`config.mk`:
```
export PLATFORM = sky130hd
export DESIGN_NAME = bdi_top
export DESIGN_NICKNAME = d
export VERILOG_FILES = /design/src/rtl/bdi_pkg.sv /design/src/rtl/bdi_top.sv
export VERILOG_INCLUDE_DIRS = /design/src /design/src/rtl
export SDC_FILE = /design/constraint.sdc
export NUM_CORES = 1
export LEC_CHECK = 0
export BUFFER_PORTS_ARGS = -buffer_cell sky130_fd_sc_hd__buf_4
export CORE_UTILIZATION = 54
export CTS_CLUSTER_SIZE = 25
export DETAILED_ROUTE_END_ITERATION = 7
export HOLD_SLACK_MARGIN = 0.06
export PLACE_DENSITY = 0.8
export SKIP_LAST_GASP = 1
export SLEW_MARGIN = 20
export SYNTH_ARGS = -nofsm -noshare
export SYNTH_HDL_FRONTEND = slang
export SYNTH_SLANG_ARGS = --single-unit
```
`constraint.sdc`:
```
create_clock -name hclk -period 2.95 [get_ports hclk]
set_clock_uncertainty 0.15 [all_clocks]
set_input_delay 0.4425 -clock hclk [delete_from_list [all_inputs] [get_ports hclk]]
set_output_delay 0.4425 -clock hclk [all_outputs]
set_load 0.1 [all_outputs]
```
`src/rtl/bdi_defs.svh`:
```
// Constants of the block-transfer device interface: register indices,
// field positions, status encodings and switch widths.
// Assumes inclusion by bare name from the top module, the checker and the bench.
//
// Contract
// Writing a direction's end register starts its transfer from the loaded begin address.
// End bit 15 set only if no error and this buffer was the final one.
// End bit 0 flags reinit, bus abort, read while active, or device fault.
// End bits 12:1 hold address of last word moved, modulo 4096.
// Pointer's top seven bits come from begin and never change: 8 K wrap.
// Status reset bit resets only its own direction.
// Reset while active aborts, sets end error, writes that direction's level.
// Software loads start address bits 3:1 into status bits 2:0 first.
// Status read returns the direction's completion level and abort flag.
// Bus abort during transfer sets abort flag, error flag, writes level.
// Status active bit stands from end write until level is written.
// Software writes status, then begin, then end to start a transfer.
// Software checks end bit 15, then bit 0, then status 13 and 8.
// Ten switches give block base bits 13:4; 19:14 ones, 3:0 zeros.
// Seven-switch fields per direction give the completion level written.
// Two switches pick one of four pseudo-interrupt units.
// Eight device number switches read as low byte of word zero.
// The register block spans sixteen system bytes.
// Non-DMA service request writes the level to the pseudo-interrupt unit.
// Begin write while transferring aborts, flags error, writes level, reinitialises.
// Begin holds address bits 19:4 and always reads as zero.
// Word zero reports interface type in high byte; writes do nothing.
// Receive and transmit keep separate registers and act independently.
`ifndef BDI_DEFS_SVH
`define BDI_DEFS_SVH

// ----------------------------------------------------------------------
// Register indices (word index, byte address is four times the index)
// ----------------------------------------------------------------------
`define BDI_IDX_TYPE 3'h0
`define BDI_IDX_RX_BEGIN 3'h1
`define BDI_IDX_RX_END 3'h2
`define BDI_IDX_RX_STAT 3'h3
`define BDI_IDX_TX_BEGIN 3'h4
`define BDI_IDX_TX_END 3'h5
`define BDI_IDX_TX_STAT 3'h6
`define BDI_IDX_DEVDEP 3'h7

// ----------------------------------------------------------------------
// Address decode: system address is bus address bits 20:2 plus a zero
// ----------------------------------------------------------------------
`define BDI_HADDR_TOP_ZERO 11'h000
`define BDI_SYS_HIGH_ONES 6'h3f

// ----------------------------------------------------------------------
// End register fields
// ----------------------------------------------------------------------
`define BDI_END_DONE_BIT 15
`define BDI_END_ERR_BIT 0

// ----------------------------------------------------------------------
// Status register fields
// ----------------------------------------------------------------------
`define BDI_ST_RESET_BIT 15
`define BDI_ST_FAULT_BIT 14
`define BDI_ST_ACTIVE_BIT 13
`define BDI_ST_BUS_ABORT_FLAG_BIT 8
`define BDI_ST_FINAL_BIT 3

// ----------------------------------------------------------------------
// Reset values and misc
// ----------------------------------------------------------------------
`define BDI_ZERO16 16'h0000
`define BDI_ZERO12 12'h000
`define BDI_ONE12 12'h001
`define BDI_DEV_TYPE 8'h5a
`define BDI_SW_W 34

`endif

```
`src/rtl/bdi_pkg.sv`:
```
// Types shared by the block-transfer device interface.
// Assumes bdi_defs.svh on the include path.
package bdi_pkg;

   // ----------------------------------------------------------------------
   // Per-direction transfer state, Gray along idle-src-snk-done
   // ----------------------------------------------------------------------
   typedef enum logic [1:0] {
      BDI_S_IDLE = 2'b00,
      BDI_S_SRC = 2'b01,
      BDI_S_SNK = 2'b11,
      BDI_S_DONE = 2'b10
   } bdi_state_e;

   typedef logic [15:0] bdi_word_t;

endpackage : bdi_pkg

```
`src/rtl/bdi_top.sv`:
```
// Block-transfer device interface: AHB-Lite register slave, two DMA
// directions (receive writes memory, transmit reads it) and the
// completion writer toward the pseudo-interrupt unit.
// Assumes one clock, memory ports and device streams on that clock,
// switches and the service request arriving as asynchronous pins.
`timescale 1ns/100ps
`include "bdi_defs.svh"

module bdi_top
   import bdi_pkg::*;
(
   input wire logic hclk,
   input wire logic hresetn,
   input wire logic ce,
   input wire logic hsel,
   input wire logic [31:0] haddr,
   input wire logic [1:0] htrans,
   input wire logic hwrite,
   input wire logic [2:0] hsize,
   input wire logic [31:0] hwdata,
   input wire logic hready,
   output logic [31:0] hrdata,
   output logic hreadyout,
   output logic hresp,
   input wire logic [9:0] addr_sw,
   input wire logic [6:0] rx_level_sw,
   input wire logic [6:0] tx_level_sw,
   input wire logic [1:0] pid_sel_sw,
   input wire logic [7:0] devnum_sw,
   input wire logic svc_ready,
   output logic mem_rx_req,
   output logic [19:0] mem_rx_addr,
   output logic [15:0] mem_rx_wdata,
   input wire logic mem_rx_ack,
   input wire logic mem_rx_abort,
   output logic mem_tx_req,
   output logic [19:0] mem_tx_addr,
   input wire logic [15:0] mem_tx_rdata,
   input wire logic mem_tx_ack,
   input wire logic mem_tx_abort,
   input wire logic rx_valid,
   input wire logic [15:0] rx_data,
   input wire logic rx_last,
   output logic rx_ready,
   output logic tx_valid,
   output logic [15:0] tx_data,
   input wire logic tx_ready,
   input wire logic [1:0] dev_fault,
   output logic pid_wr,
   output logic [1:0] pid_sel,
   output logic [6:0] pid_level,
   output logic [15:0] dev_dep
);

   // ----------------------------------------------------------------------
   // Switch and service-request synchronisers
   // ----------------------------------------------------------------------
   logic [`BDI_SW_W-1:0] sw_m_q;
   logic [`BDI_SW_W-1:0] sw_q;
   logic svc_m_q;
   logic svc_s_q;
   logic svc_old_q;

   // Switches may move at any time; only the second stage is used
   always_ff @(posedge hclk or negedge hresetn) begin
      if (!hresetn) begin
         sw_m_q <= '0;
         sw_q <= '0;
         svc_m_q <= 1'b0;
         svc_s_q <= 1'b0;
         svc_old_q <= 1'b0;
      end else if (ce) begin
         sw_m_q <= {addr_sw, rx_level_sw, tx_level_sw, pid_sel_sw, devnum_sw};
         sw_q <= sw_m_q;
         svc_m_q <= svc_ready;
         svc_s_q <= svc_m_q;
         svc_old_q <= svc_s_q;
      end
   end

   logic [9:0] base_sw;
   logic [6:0] lvl_sw [2];
   logic [1:0] unit_sw;
   logic [7:0] num_sw;
   assign base_sw = sw_q[33:24];
   assign lvl_sw[0] = sw_q[23:17];
   assign lvl_sw[1] = sw_q[16:10];
   assign unit_sw = sw_q[9:8];
   assign num_sw = sw_q[7:0];

   // ----------------------------------------------------------------------
   // AHB-Lite address phase decode
   // ----------------------------------------------------------------------
   wire aph_valid = hsel && htrans[1] && hready;
   // Block base: bits 19:14 ones, 13:4 switches, 3:0 index within block
   wire aph_hit = (haddr[31:21] == `BDI_HADDR_TOP_ZERO)
                  && (haddr[20:15] == `BDI_SYS_HIGH_ONES)
                  && (haddr[14:5] == base_sw);
   wire [2:0] aph_idx = haddr[4:2];

   logic dph_wr_q;
   logic [2:0] dph_idx_q;
   logic [31:0] hrdata_q;
   bdi_word_t rd_word [8];

   // Zero wait state; unmapped reads give zero with an OKAY answer
   always_ff @(posedge hclk or negedge hresetn) begin
      if (!hresetn) begin
         dph_wr_q <= 1'b0;
         dph_idx_q <= `BDI_IDX_TYPE;
         hrdata_q <= '0;
      end else if (ce) begin
         dph_wr_q <= aph_valid && aph_hit && hwrite;
         dph_idx_q <= aph_idx;
         hrdata_q <= (aph_valid && aph_hit && !hwrite) ? {16'h0000, rd_word[aph_idx]} : '0;
      end
   end

   assign hrdata = hrdata_q;
   assign hreadyout = 1'b1;
   assign hresp = 1'b0;

   // ----------------------------------------------------------------------
   // Fixed registers: device type word and device-dependent word
   // ----------------------------------------------------------------------
   logic [15:0] devdep_q;
   wire wr_devdep = dph_wr_q && (dph_idx_q == `BDI_IDX_DEVDEP);

   always_ff @(posedge hclk or negedge hresetn) begin
      if (!hresetn) begin
         devdep_q <= `BDI_ZERO16;
      end else if (ce && wr_devdep) begin
         devdep_q <= hwdata[15:0];
      end
   end

   // Type word has no write path at all
   assign rd_word[`BDI_IDX_TYPE] = {`BDI_DEV_TYPE, num_sw};
   assign rd_word[`BDI_IDX_DEVDEP] = devdep_q;
   assign dev_dep = devdep_q;

   // ----------------------------------------------------------------------
   // Completion writer: one pseudo-interrupt write per cycle, rx first
   // ----------------------------------------------------------------------
   logic [1:0] pid_req;
   logic [1:0] pid_gnt;
   logic svc_pend_q;
   logic pid_wr_q;
   logic [1:0] pid_sel_q;
   logic [6:0] pid_level_q;

   assign pid_gnt[0] = pid_req[0];
   assign pid_gnt[1] = pid_req[1] && !pid_req[0];
   wire svc_gnt = svc_pend_q && !pid_req[0] && !pid_req[1];
   wire svc_rise = svc_s_q && !svc_old_q;

   // Service request edge is kept when it meets its own grant
   always_ff @(posedge hclk or negedge hresetn) begin
      if (!hresetn) begin
         svc_pend_q <= 1'b0;
         pid_wr_q <= 1'b0;
         pid_sel_q <= 2'b00;
         pid_level_q <= 7'h00;
      end else if (ce) begin
         svc_pend_q <= svc_rise || (svc_pend_q && !svc_gnt);
         pid_wr_q <= |pid_gnt || svc_gnt;
         pid_sel_q <= unit_sw;
         pid_level_q <= pid_gnt[1] ? lvl_sw[1] : lvl_sw[0];
      end
   end

   assign pid_wr = pid_wr_q;
   assign pid_sel = pid_sel_q;
   assign pid_level = pid_level_q;

   // ----------------------------------------------------------------------
   // Direction engines: d=0 receive (device to memory), d=1 transmit
   // ----------------------------------------------------------------------
   logic [1:0] mem_req_v;
   logic [19:0] mem_addr_v [2];
   logic [15:0] data_v [2];
   logic [1:0] devflag_v;
   logic [1:0] mem_ack_v;
   logic [1:0] mem_abort_v;
   logic [1:0] dev_ok_v;

   assign mem_ack_v = {mem_tx_ack, mem_rx_ack};
   assign mem_abort_v = {mem_tx_abort, mem_rx_abort};
   assign dev_ok_v = {tx_ready, rx_valid};

   for (genvar d = 0; d < 2; d++) begin : g_dir
      localparam logic [2:0] IB = d ? `BDI_IDX_TX_BEGIN : `BDI_IDX_RX_BEGIN;
      localparam logic [2:0] IE = d ? `BDI_IDX_TX_END : `BDI_IDX_RX_END;
      localparam logic [2:0] IS = d ? `BDI_IDX_TX_STAT : `BDI_IDX_RX_STAT;

      bdi_state_e st_q;
      logic [15:0] begin_q;
      logic [2:0] lowb_q;
      logic final_opt_q;
      logic [11:0] end_q;
      logic [11:0] off_q;
      logic [15:0] data_q;
      logic mem_req_q;
      logic devflag_q;
      logic last_q;
      logic done_q;
      logic err_q;
      logic bus_abort_flag_q;

      // Register decode; each direction only sees its own three words
      wire wr_begin = dph_wr_q && (dph_idx_q == IB);
      wire wr_end = dph_wr_q && (dph_idx_q == IE);
      wire wr_stat = dph_wr_q && (dph_idx_q == IS);
      wire rst_cmd = wr_stat && hwdata[`BDI_ST_RESET_BIT];
      wire active = (st_q != BDI_S_IDLE);
      wire busy = (st_q == BDI_S_SRC) || (st_q == BDI_S_SNK);
      wire start = wr_end && !active;
      wire bus_abort_flag_ev = mem_req_q && mem_abort_v[d] && busy;
      wire abort = ((wr_begin || rst_cmd) && busy) || bus_abort_flag_ev;
      wire use_dev = (st_q == BDI_S_SRC) == (d == 0);
      wire mem_done = mem_req_q && mem_ack_v[d];
      wire dev_hs = devflag_q && dev_ok_v[d];
      wire adv = busy && !abort && (use_dev ? dev_hs : mem_done);
      wire word_last = (off_q == end_q) || (d == 0 && last_q);
      wire fin_buf = (d == 0) ? last_q : final_opt_q;
      wire fault_ev = dev_fault[d] && active;
      wire err_set = abort || fault_ev;
      wire [11:0] start_off = {begin_q[8:0], lowb_q};

      // Flags: any set in the same cycle as a clear wins
      always_ff @(posedge hclk or negedge hresetn) begin
         if (!hresetn) begin
            err_q <= 1'b0;
            bus_abort_flag_q <= 1'b0;
            done_q <= 1'b0;
         end else if (ce) begin
            err_q <= err_set || (err_q && !start && !(rst_cmd && !active));
            bus_abort_flag_q <= bus_abort_flag_ev || (bus_abort_flag_q && !start && !(rst_cmd && !active));
            done_q <= (adv && st_q == BDI_S_SNK && word_last && fin_buf && !err_q)
                      || (done_q && !start && !(rst_cmd && !active));
         end
      end

      // Software-loaded fields; begin reload also reinitialises
      always_ff @(posedge hclk or negedge hresetn) begin
         if (!hresetn) begin
            begin_q <= `BDI_ZERO16;
            lowb_q <= 3'h0;
            final_opt_q <= 1'b0;
         end else if (ce) begin
            if (wr_begin) begin
               begin_q <= hwdata[15:0];
            end
            if (wr_stat) begin
               lowb_q <= hwdata[2:0];
               final_opt_q <= hwdata[`BDI_ST_FINAL_BIT];
            end
         end
      end

      // Transfer sequencer
      always_ff @(posedge hclk or negedge hresetn) begin
         if (!hresetn) begin
            st_q <= BDI_S_IDLE;
            end_q <= `BDI_ZERO12;
            off_q <= `BDI_ZERO12;
            data_q <= `BDI_ZERO16;
            mem_req_q <= 1'b0;
            devflag_q <= 1'b0;
            last_q <= 1'b0;
         end else if (ce) begin
            case (st_q)
               BDI_S_IDLE: begin
                  if (start) begin
                     st_q <= BDI_S_SRC;
                     end_q <= hwdata[12:1];
                     off_q <= start_off;
                     last_q <= 1'b0;
                     mem_req_q <= (d == 1);
                     devflag_q <= (d == 0);
                  end
               end
               BDI_S_SRC, BDI_S_SNK: begin
                  if (abort) begin
                     st_q <= BDI_S_DONE;
                     end_q <= off_q;
                     mem_req_q <= 1'b0;
                     devflag_q <= 1'b0;
                  end else if (adv) begin
                     if (d == 0 && dev_hs) begin
                        data_q <= rx_data;
                        last_q <= rx_last;
                     end
                     if (d == 1 && mem_done) begin
                        data_q <= mem_tx_rdata;
                     end
                     if (st_q == BDI_S_SNK && word_last) begin
                        st_q <= BDI_S_DONE;
                        end_q <= off_q;
                        mem_req_q <= 1'b0;
                        devflag_q <= 1'b0;
                     end else begin
                        st_q <= (st_q == BDI_S_SRC) ? BDI_S_SNK : BDI_S_SRC;
                        mem_req_q <= use_dev;
                        devflag_q <= !use_dev;
                        if (st_q == BDI_S_SNK) begin
                           off_q <= off_q + `BDI_ONE12;
                        end
                     end
                  end
               end
               BDI_S_DONE: begin
                  // Stay active until the level has gone out
                  if (pid_gnt[d]) begin
                     st_q <= BDI_S_IDLE;
                  end
               end
               default: begin
                  st_q <= BDI_S_IDLE;
               end
            endcase
         end
      end

      assign pid_req[d] = (st_q == BDI_S_DONE);
      assign mem_req_v[d] = mem_req_q;
      assign devflag_v[d] = devflag_q;
      assign data_v[d] = data_q;
      // Top seven bits never move, so the buffer wraps inside 8 K bytes
      assign mem_addr_v[d] = {begin_q[15:9], off_q, 1'b0};

      // Read views; active shows as an error so a stray completion is seen
      assign rd_word[IB] = `BDI_ZERO16;
      assign rd_word[IE] = {done_q, 2'b00, end_q, err_q || active};
      assign rd_word[IS] = {1'b0, dev_fault[d], active, 4'h0, bus_abort_flag_q, 1'b0,
                            lvl_sw[d]};
   end

   // ----------------------------------------------------------------------
   // Port fan-out, all taken from direction flip-flops
   // ----------------------------------------------------------------------
   assign mem_rx_req = mem_req_v[0];
   assign mem_rx_addr = mem_addr_v[0];
   assign mem_rx_wdata = data_v[0];
   assign rx_ready = devflag_v[0];
   assign mem_tx_req = mem_req_v[1];
   assign mem_tx_addr = mem_addr_v[1];
   assign tx_valid = devflag_v[1];
   assign tx_data = data_v[1];

   // Unused on a word-only slave
   wire unused_ok = &{1'b0, hsize, hwdata[31:16]};

endmodule : bdi_top

```
### Word level (Yosys, flattened, before mapping)

Cells that the tools add are included.

| word-level totals | value |
|---|---|
| register bits after elaboration | 268 |
| input bits | 151 |
| logic and storage cells | 267 |
| output and inout port bits | 136 |

| operators by class | value |
|---|---|
| equality and inequality tests | 33 |
| reduce and logical (&&, ||, !) cells | 124 |
| multiplexer cells | 66 |
| $add $sub $neg | 2 |
| magnitude comparators | 1 |
| bitwise logic cells | 4 |

Operators by type and width:

| kind | count |
|---|---|
| 12-bit 2-to-1 mux | 18 |
| 12-bit case mux with 2 select lines | 4 |
| 1-bit logical AND | 64 |
| 16-bit binary-select mux with 3-bit select | 1 |
| 16-bit 2-to-1 mux | 3 |
| 12-bit by 1-bit adder with 12-bit output, second input constant | 2 |
| 12-bit == test | 2 |
| 2-bit 2-to-1 mux | 11 |
| 2-bit inequality test, second input constant | 11 |
| 1-bit 2-to-1 mux | 21 |
| 5-bit AND reduction | 4 |
| 1-bit logical OR | 19 |
| 1-bit logical NOT | 16 |
| 7-bit AND reduction | 2 |
| 3-bit == test, second input constant | 4 |
| 3-bit inequality test, second input constant | 4 |
| 2-bit case mux with 3 select lines | 2 |
| 4-bit AND reduction | 3 |
| 11-bit logical NOT | 1 |
| 10-bit == test | 1 |
| 1-bit case mux with 2 select lines | 5 |
| 2-bit == test, second input constant | 4 |
| 2-bit AND reduction | 4 |
| 2-bit nonzero test | 4 |
| other kinds (13) | 20 |

### Depth between registers and ports, before layout

| depth | value |
|---|---|
| depth in word-level cells | 14 |
| gate-level depth with buffers | 9 |
| depth with buffers taken out | 7 |

### Worst setup path before layout

Ideal clock, no wire load.

| timing | value |
|---|---|
| path kind | register to register |
| start | register g_dir[0].off_q[5] |
| end | register g_dir[0].off_q[4] |
| arrival time | 2620 ps |
| required time | 2674 ps |
| path slack | 54 ps |
| buffers on the path | 1 |
| cell stages (with the launch flop) | 8 |
| period minus slack after synthesis | 2896 ps |
| library setup time | 126 ps |
| path through | dfrtp_1 -> buf_2 -> xor2_1 -> nor4_1 -> a31oi_1 -> o21ai_1 -> mux2_2 -> a221o_1 |

| on the way | value |
|---|---|
| word-level cells in the longest chain between the ends | 5 |

Ends and longest elaborated chain:

| item | RTL line | source |
|---|---|---|
| start: declaration | bdi_top.sv:201 | `logic [11:0] off_q;` |
| start signal: assignment | bdi_top.sv:266 | `` off_q <= `BDI_ZERO12; `` |
| start signal: assignment | bdi_top.sv:277 | `off_q <= start_off;` |
| start signal: assignment | bdi_top.sv:307 | `` off_q <= off_q + `BDI_ONE12; `` |
| 12-bit == test | bdi_top.sv:224 | `wire word_last = (off_q == end_q) \|\| (d == 0 && last_q);` |
| 1-bit logical OR | bdi_top.sv:224 |  |
| 1-bit logical AND | bdi_top.sv:297 | `if (st_q == BDI_S_SNK && word_last) begin` |
| 2-bit inequality test (no source line) | -- |  |
| 7-bit AND reduction (no source line) | -- |  |

Every way passes these cells.
A chain may end at the register's enable or synchronous reset.

### Worst setup path after layout

| timing | value |
|---|---|
| start | register g_dir[1].off_q[8] |
| end | register g_dir[1].off_q[9] |

| on the way | value |
|---|---|
| word-level cells in the longest chain between the ends | 6 |
| elaborated cells between the ends (all ways) | 10 |
| classes of those cells | add/sub: 1; eq/ne: 2; mux: 5; reduce/logical: 2 |

Ends and longest elaborated chain:

| item | RTL line | source |
|---|---|---|
| start: declaration | bdi_top.sv:201 |  |
| start signal: assignment | bdi_top.sv:266 |  |
| start signal: assignment | bdi_top.sv:277 |  |
| start signal: assignment | bdi_top.sv:307 |  |
| 12-bit by 1-bit adder with 12-bit output (no source line) | -- |  |
| 12-bit 2-to-1 mux | bdi_top.sv:306 | `if (st_q == BDI_S_SNK) begin` |
| 12-bit 2-to-1 mux | bdi_top.sv:297 |  |
| 12-bit 2-to-1 mux | bdi_top.sv:289 | `end else if (adv) begin` |
| 12-bit 2-to-1 mux | bdi_top.sv:284 | `if (abort) begin` |
| 12-bit case mux with 2 select lines | bdi_top.sv:272 | `case (st_q)` |

Several ways; a longest one is shown, not always the timed one. The select of a mux whose other input is x is not followed.

==> impl_metrics.py <==
metrics = {
    "outcome": {
        "status": "finished, violations left",
        "violations": "design-rule violations",
    },
    "logic_synthesis": {
        "synth_edf_count": 0,
        "ys_top_cells_by_area": "dfrtp_1 (52%), mux2_2 (19%), buf_4 (3.3%)",
        "synth_top_cell_by_area": "dfrtp_1",
        "yosys_warnings": 0,
        "ys_types": 66,
        "syn-mean-instance-area_um2": 11.8,
        "synth_area_um2": 12200,
        "yosys_register_bits": 252,
        "synth_ff_type": "dfrtp_1",
        "ys_seq_area_share_pct": 51.6,
        "synth_top_area_share_pct": 51.6,
        "synthArstFlopShare_pct": 100,
        "syn_inst": 1033,
    },
    "clock_network": {
        "hold_buffers": 83,
        "tritoncts": "yes",
        "cts_root_buffer": "clkbuf_16",
        "insertion_delay_ns": 0.55,
        "cts.repair.resized": 0,
        "clock_path_buffers": 3,
        "numCtsBuffers": 27,
        "cts-htree-levels": 1,
        "postCtsSetupRepairBufs": 0,
        "clock_sinks": 252,
        "clk_pin_slew_ns": 0.06,
    },
    "placed_design": {
        "placed_area_um2": 14100,
        "place_hpwl_um": 22600,
        "dp.cells": 1497,
        "globalplace.congestion": 0.883,
        "port_buffers": 244,
    },
    "floorplan": {
        "die_area_um2": 23300,
        "core_um2": 22000,
        "dieWidth_um": 152,
        "fp-row-count": 54,
        "die_h_um": 152,
        "initial_core_util_pct": 55.5,
        "ioPinCount": 287,
    },
    "worst_setup_path": {
        "worstPathCellList": "xnor2_1 > nand4_1 > nor4_2 > or3_1 > a21oi_1 > o22a_1",
        "arrival_ns": 2.98,
        "slowest_delay_ns": 0.75,
        "crit_required_ns": 3.23,
        "critPathBufInv": 0,
        "critPathKind": "reg -> reg",
        "cpMaxStageDelayCell": "or3_1",
        "cp-end-kind": "register",
        "cp_max_fo": 25,
        "startpoint_type": "register",
        "crit_family": "simple AND/OR/NAND/NOR gates",
    },
    "power": {
        "power_leakage_nw": 7.57,
        "power_density_nw_per_um2": 725,
        "power_frac_clock_pct": 30.6,
        "p_sw_share_pct": 37.2,
        "p_int_mw": 7.22,
        "comb_power_share_pct": 31.4,
        "p_switching_mw": 4.29,
        "ir_worst_vdd_v": 0.000663,
        "power_frac_seq_pct": 38.0,
        "power.total_mw": 11.5,
    },
    "timing": {
        "finalSetupTns_ns": 0,
        "timing.fmax_ghz": 0.370,
        "rsz0062_at_grt": "false",
        "finalSetupViolations": 0,
        "finalHoldViolations": 0,
        "slew_violations": 0,
        "post-route-period-util_pct": 91.6,
        "worst_pin_slew_ns": 0.965,
        "finalHoldWorstSlack_ns": 0.0765,
        "slew_headroom_pct": 35.7,
        "layout_min_cycle_time_ns": 2.70,
    },
    "routing": {
        "drc": 14,
        "wirelength_um": 33900,
        "first_iter_violations": 591,
        "dr.pass1.iters": 7,
        "routed_via_density": 5.82,
        "wl_per_cell_um": 20.8,
        "detail-route-antenna-nets": 0,
        "num_vias": 9471,
    },
    "global_route": {
        "overflow": 0,
        "antenna_found_initial": 0,
        "grt_max_degree": 89,
        "grt_pass1_wl_um": 54000,
        "grt_pass1_vias": 9727,
        "gr-usage-all-layers_pct": 29.6,
    },
    "layout": {
        "final_common_cell": "buf_4",
        "final_nets": 1482,
        "syn2layout_area_growth_pct": 29.8,
        "drive_above_1_share_pct": 39.9,
        "final_cell_area_um2": 15900,
        "layout_common_cells": "buf_4 (275), dfrtp_1 (252), mux2_2 (201), dlygate4sd3_1 (83), nand2_1 (63)",
        "diodes": 0,
        "layout.cells.non_filler": 1628,
    },
    "run": {
        "drv_cap": 0,
    },
    "hold_path": {
        "hold_path_class": "in -> reg",
    },
}
==> path summary, 6_finish.rpt <==
path                       slack [ns]                      start                        end  cells past startpoint
max                              0.25          g_dir[1].off_q[8]          g_dir[1].off_q[9]                      6
min in group asynchronous        0.36                    hresetn       g_dir[1].begin_q[10]                      2
min                              0.08                  hwdata[7]        g_dir[1].begin_q[7]                      2
max reg2reg                      0.25          g_dir[1].off_q[8]          g_dir[1].off_q[9]                      6
min reg2reg                      0.33  g_dir[0].bus_abort_flag_q  g_dir[0].bus_abort_flag_q                      2
max in group asynchronous        1.51                    hresetn                    sw_q[8]                      3
==> kinds of logic after synthesis <==
logic type / share of synthesized area (%)
DFF: 51.6
muxes: 20.9
AOI/OAI and AO/OA: 11.3
and+or+nand+nor: 7.35
buffers and inverters: 6.15
xor gates and xnor gates: 2.44
adders and majority gates: 0.205
other: 0.0614
==> state kept, by name, summed over array words and instances (netlist names), 2 cells and up <==
| register | cells |
|---|---|
| sw_q | 34 |
| g_dir.bus_abort_flag_q | 2 |
| g_dir.off_q | 24 |
| pid_level | 7 |
| hrdata | 16 |
| dev_dep | 16 |
| tx_data | 16 |
| g_dir.lowb_q | 6 |
| dph_idx_q | 3 |
| g_dir.err_q | 2 |
| sw_m_q | 34 |
| pid_sel | 2 |
| g_dir.fin_buf | 2 |
| mem_rx_wdata | 16 |
| g_dir.begin_q | 32 |
| g_dir.st_q | 4 |
| g_dir.done_q | 2 |
| g_dir.end_q | 24 |
==> through the flow <==
| step | utilization, % | setup slack, ns |
|---|---|---|
| 3_3_place_gp | 64.1 | 0.239 |
| 5_1_grt | 72.1 | 0.136 |
| 2_1_floorplan | - | 0.0537 |
| 3_5_place_dp | 64.1 | 0.197 |
| 6_report | 72.1 | 0.247 |
| 4_1_cts | 72.1 | 0.289 |
==> area by class of cell <==
class | instances | area (um^2)
clock buffer | 37 | 743
timing repair buffer | 362 | 2970
inverter | 24 | 90.1
sequential | 252 | 6310
multi-input combinational | 662 | 5240
clock inverter | 11 | 174
fill | 1503 | 6150
tap | 280 | 350
==> power by group through the flow <==
stage / sequential (mW) / clock (mW) / combinational [mW]
2_1_floorplan: 5.45 / 0 / 1.47
3_3_place_gp: 4.40 / 0 / 3.42
3_5_place_dp: 4.42 / 0 / 3.49
4_1_cts: 4.36 / 3.55 / 3.59
5_1_grt: 4.43 / 3.70 / 3.81
6_report: 4.37 / 3.52 / 3.61
==> synthesized netlist by cell type, types with 4 or more instances <==
cell       count
dfrtp_1      252
mux2_2       201
nand2_1       63
buf_4         54
nor2_1        45
o21ai_0       43
a21oi_1       42
clkbuf_1      37
inv_1         24
xor2_1        22
nand3_1       18
o2bb2ai_1     15
mux2i_1       14
buf_2         13
o22a_1        13
xnor2_1       12
a221oi_1      11
mux2_4        10
a21o_1         9
and3_1         8
nor4_1         8
a22oi_1        7
a31oi_1        7
buf_1          7
o211ai_1       7
nand2b_1       6
nand4_1        6
nor2b_1        6
a22o_1         5
a32o_1         5
nor3_1         5
a2111o_1       4
a32oi_1        4
o31ai_1        4
==> routing by layer <==
metal  part of all wire, %  global-route usage (%)  up-vias
li1                      -                       -     4243
met5                     0                       0        -
met4                   3.4                    11.1        0
met3                   7.3                    6.09       76
met1                    40                    37.5     4758
met2                    49                    50.3      394
Power figures use the tool's default switching activity.
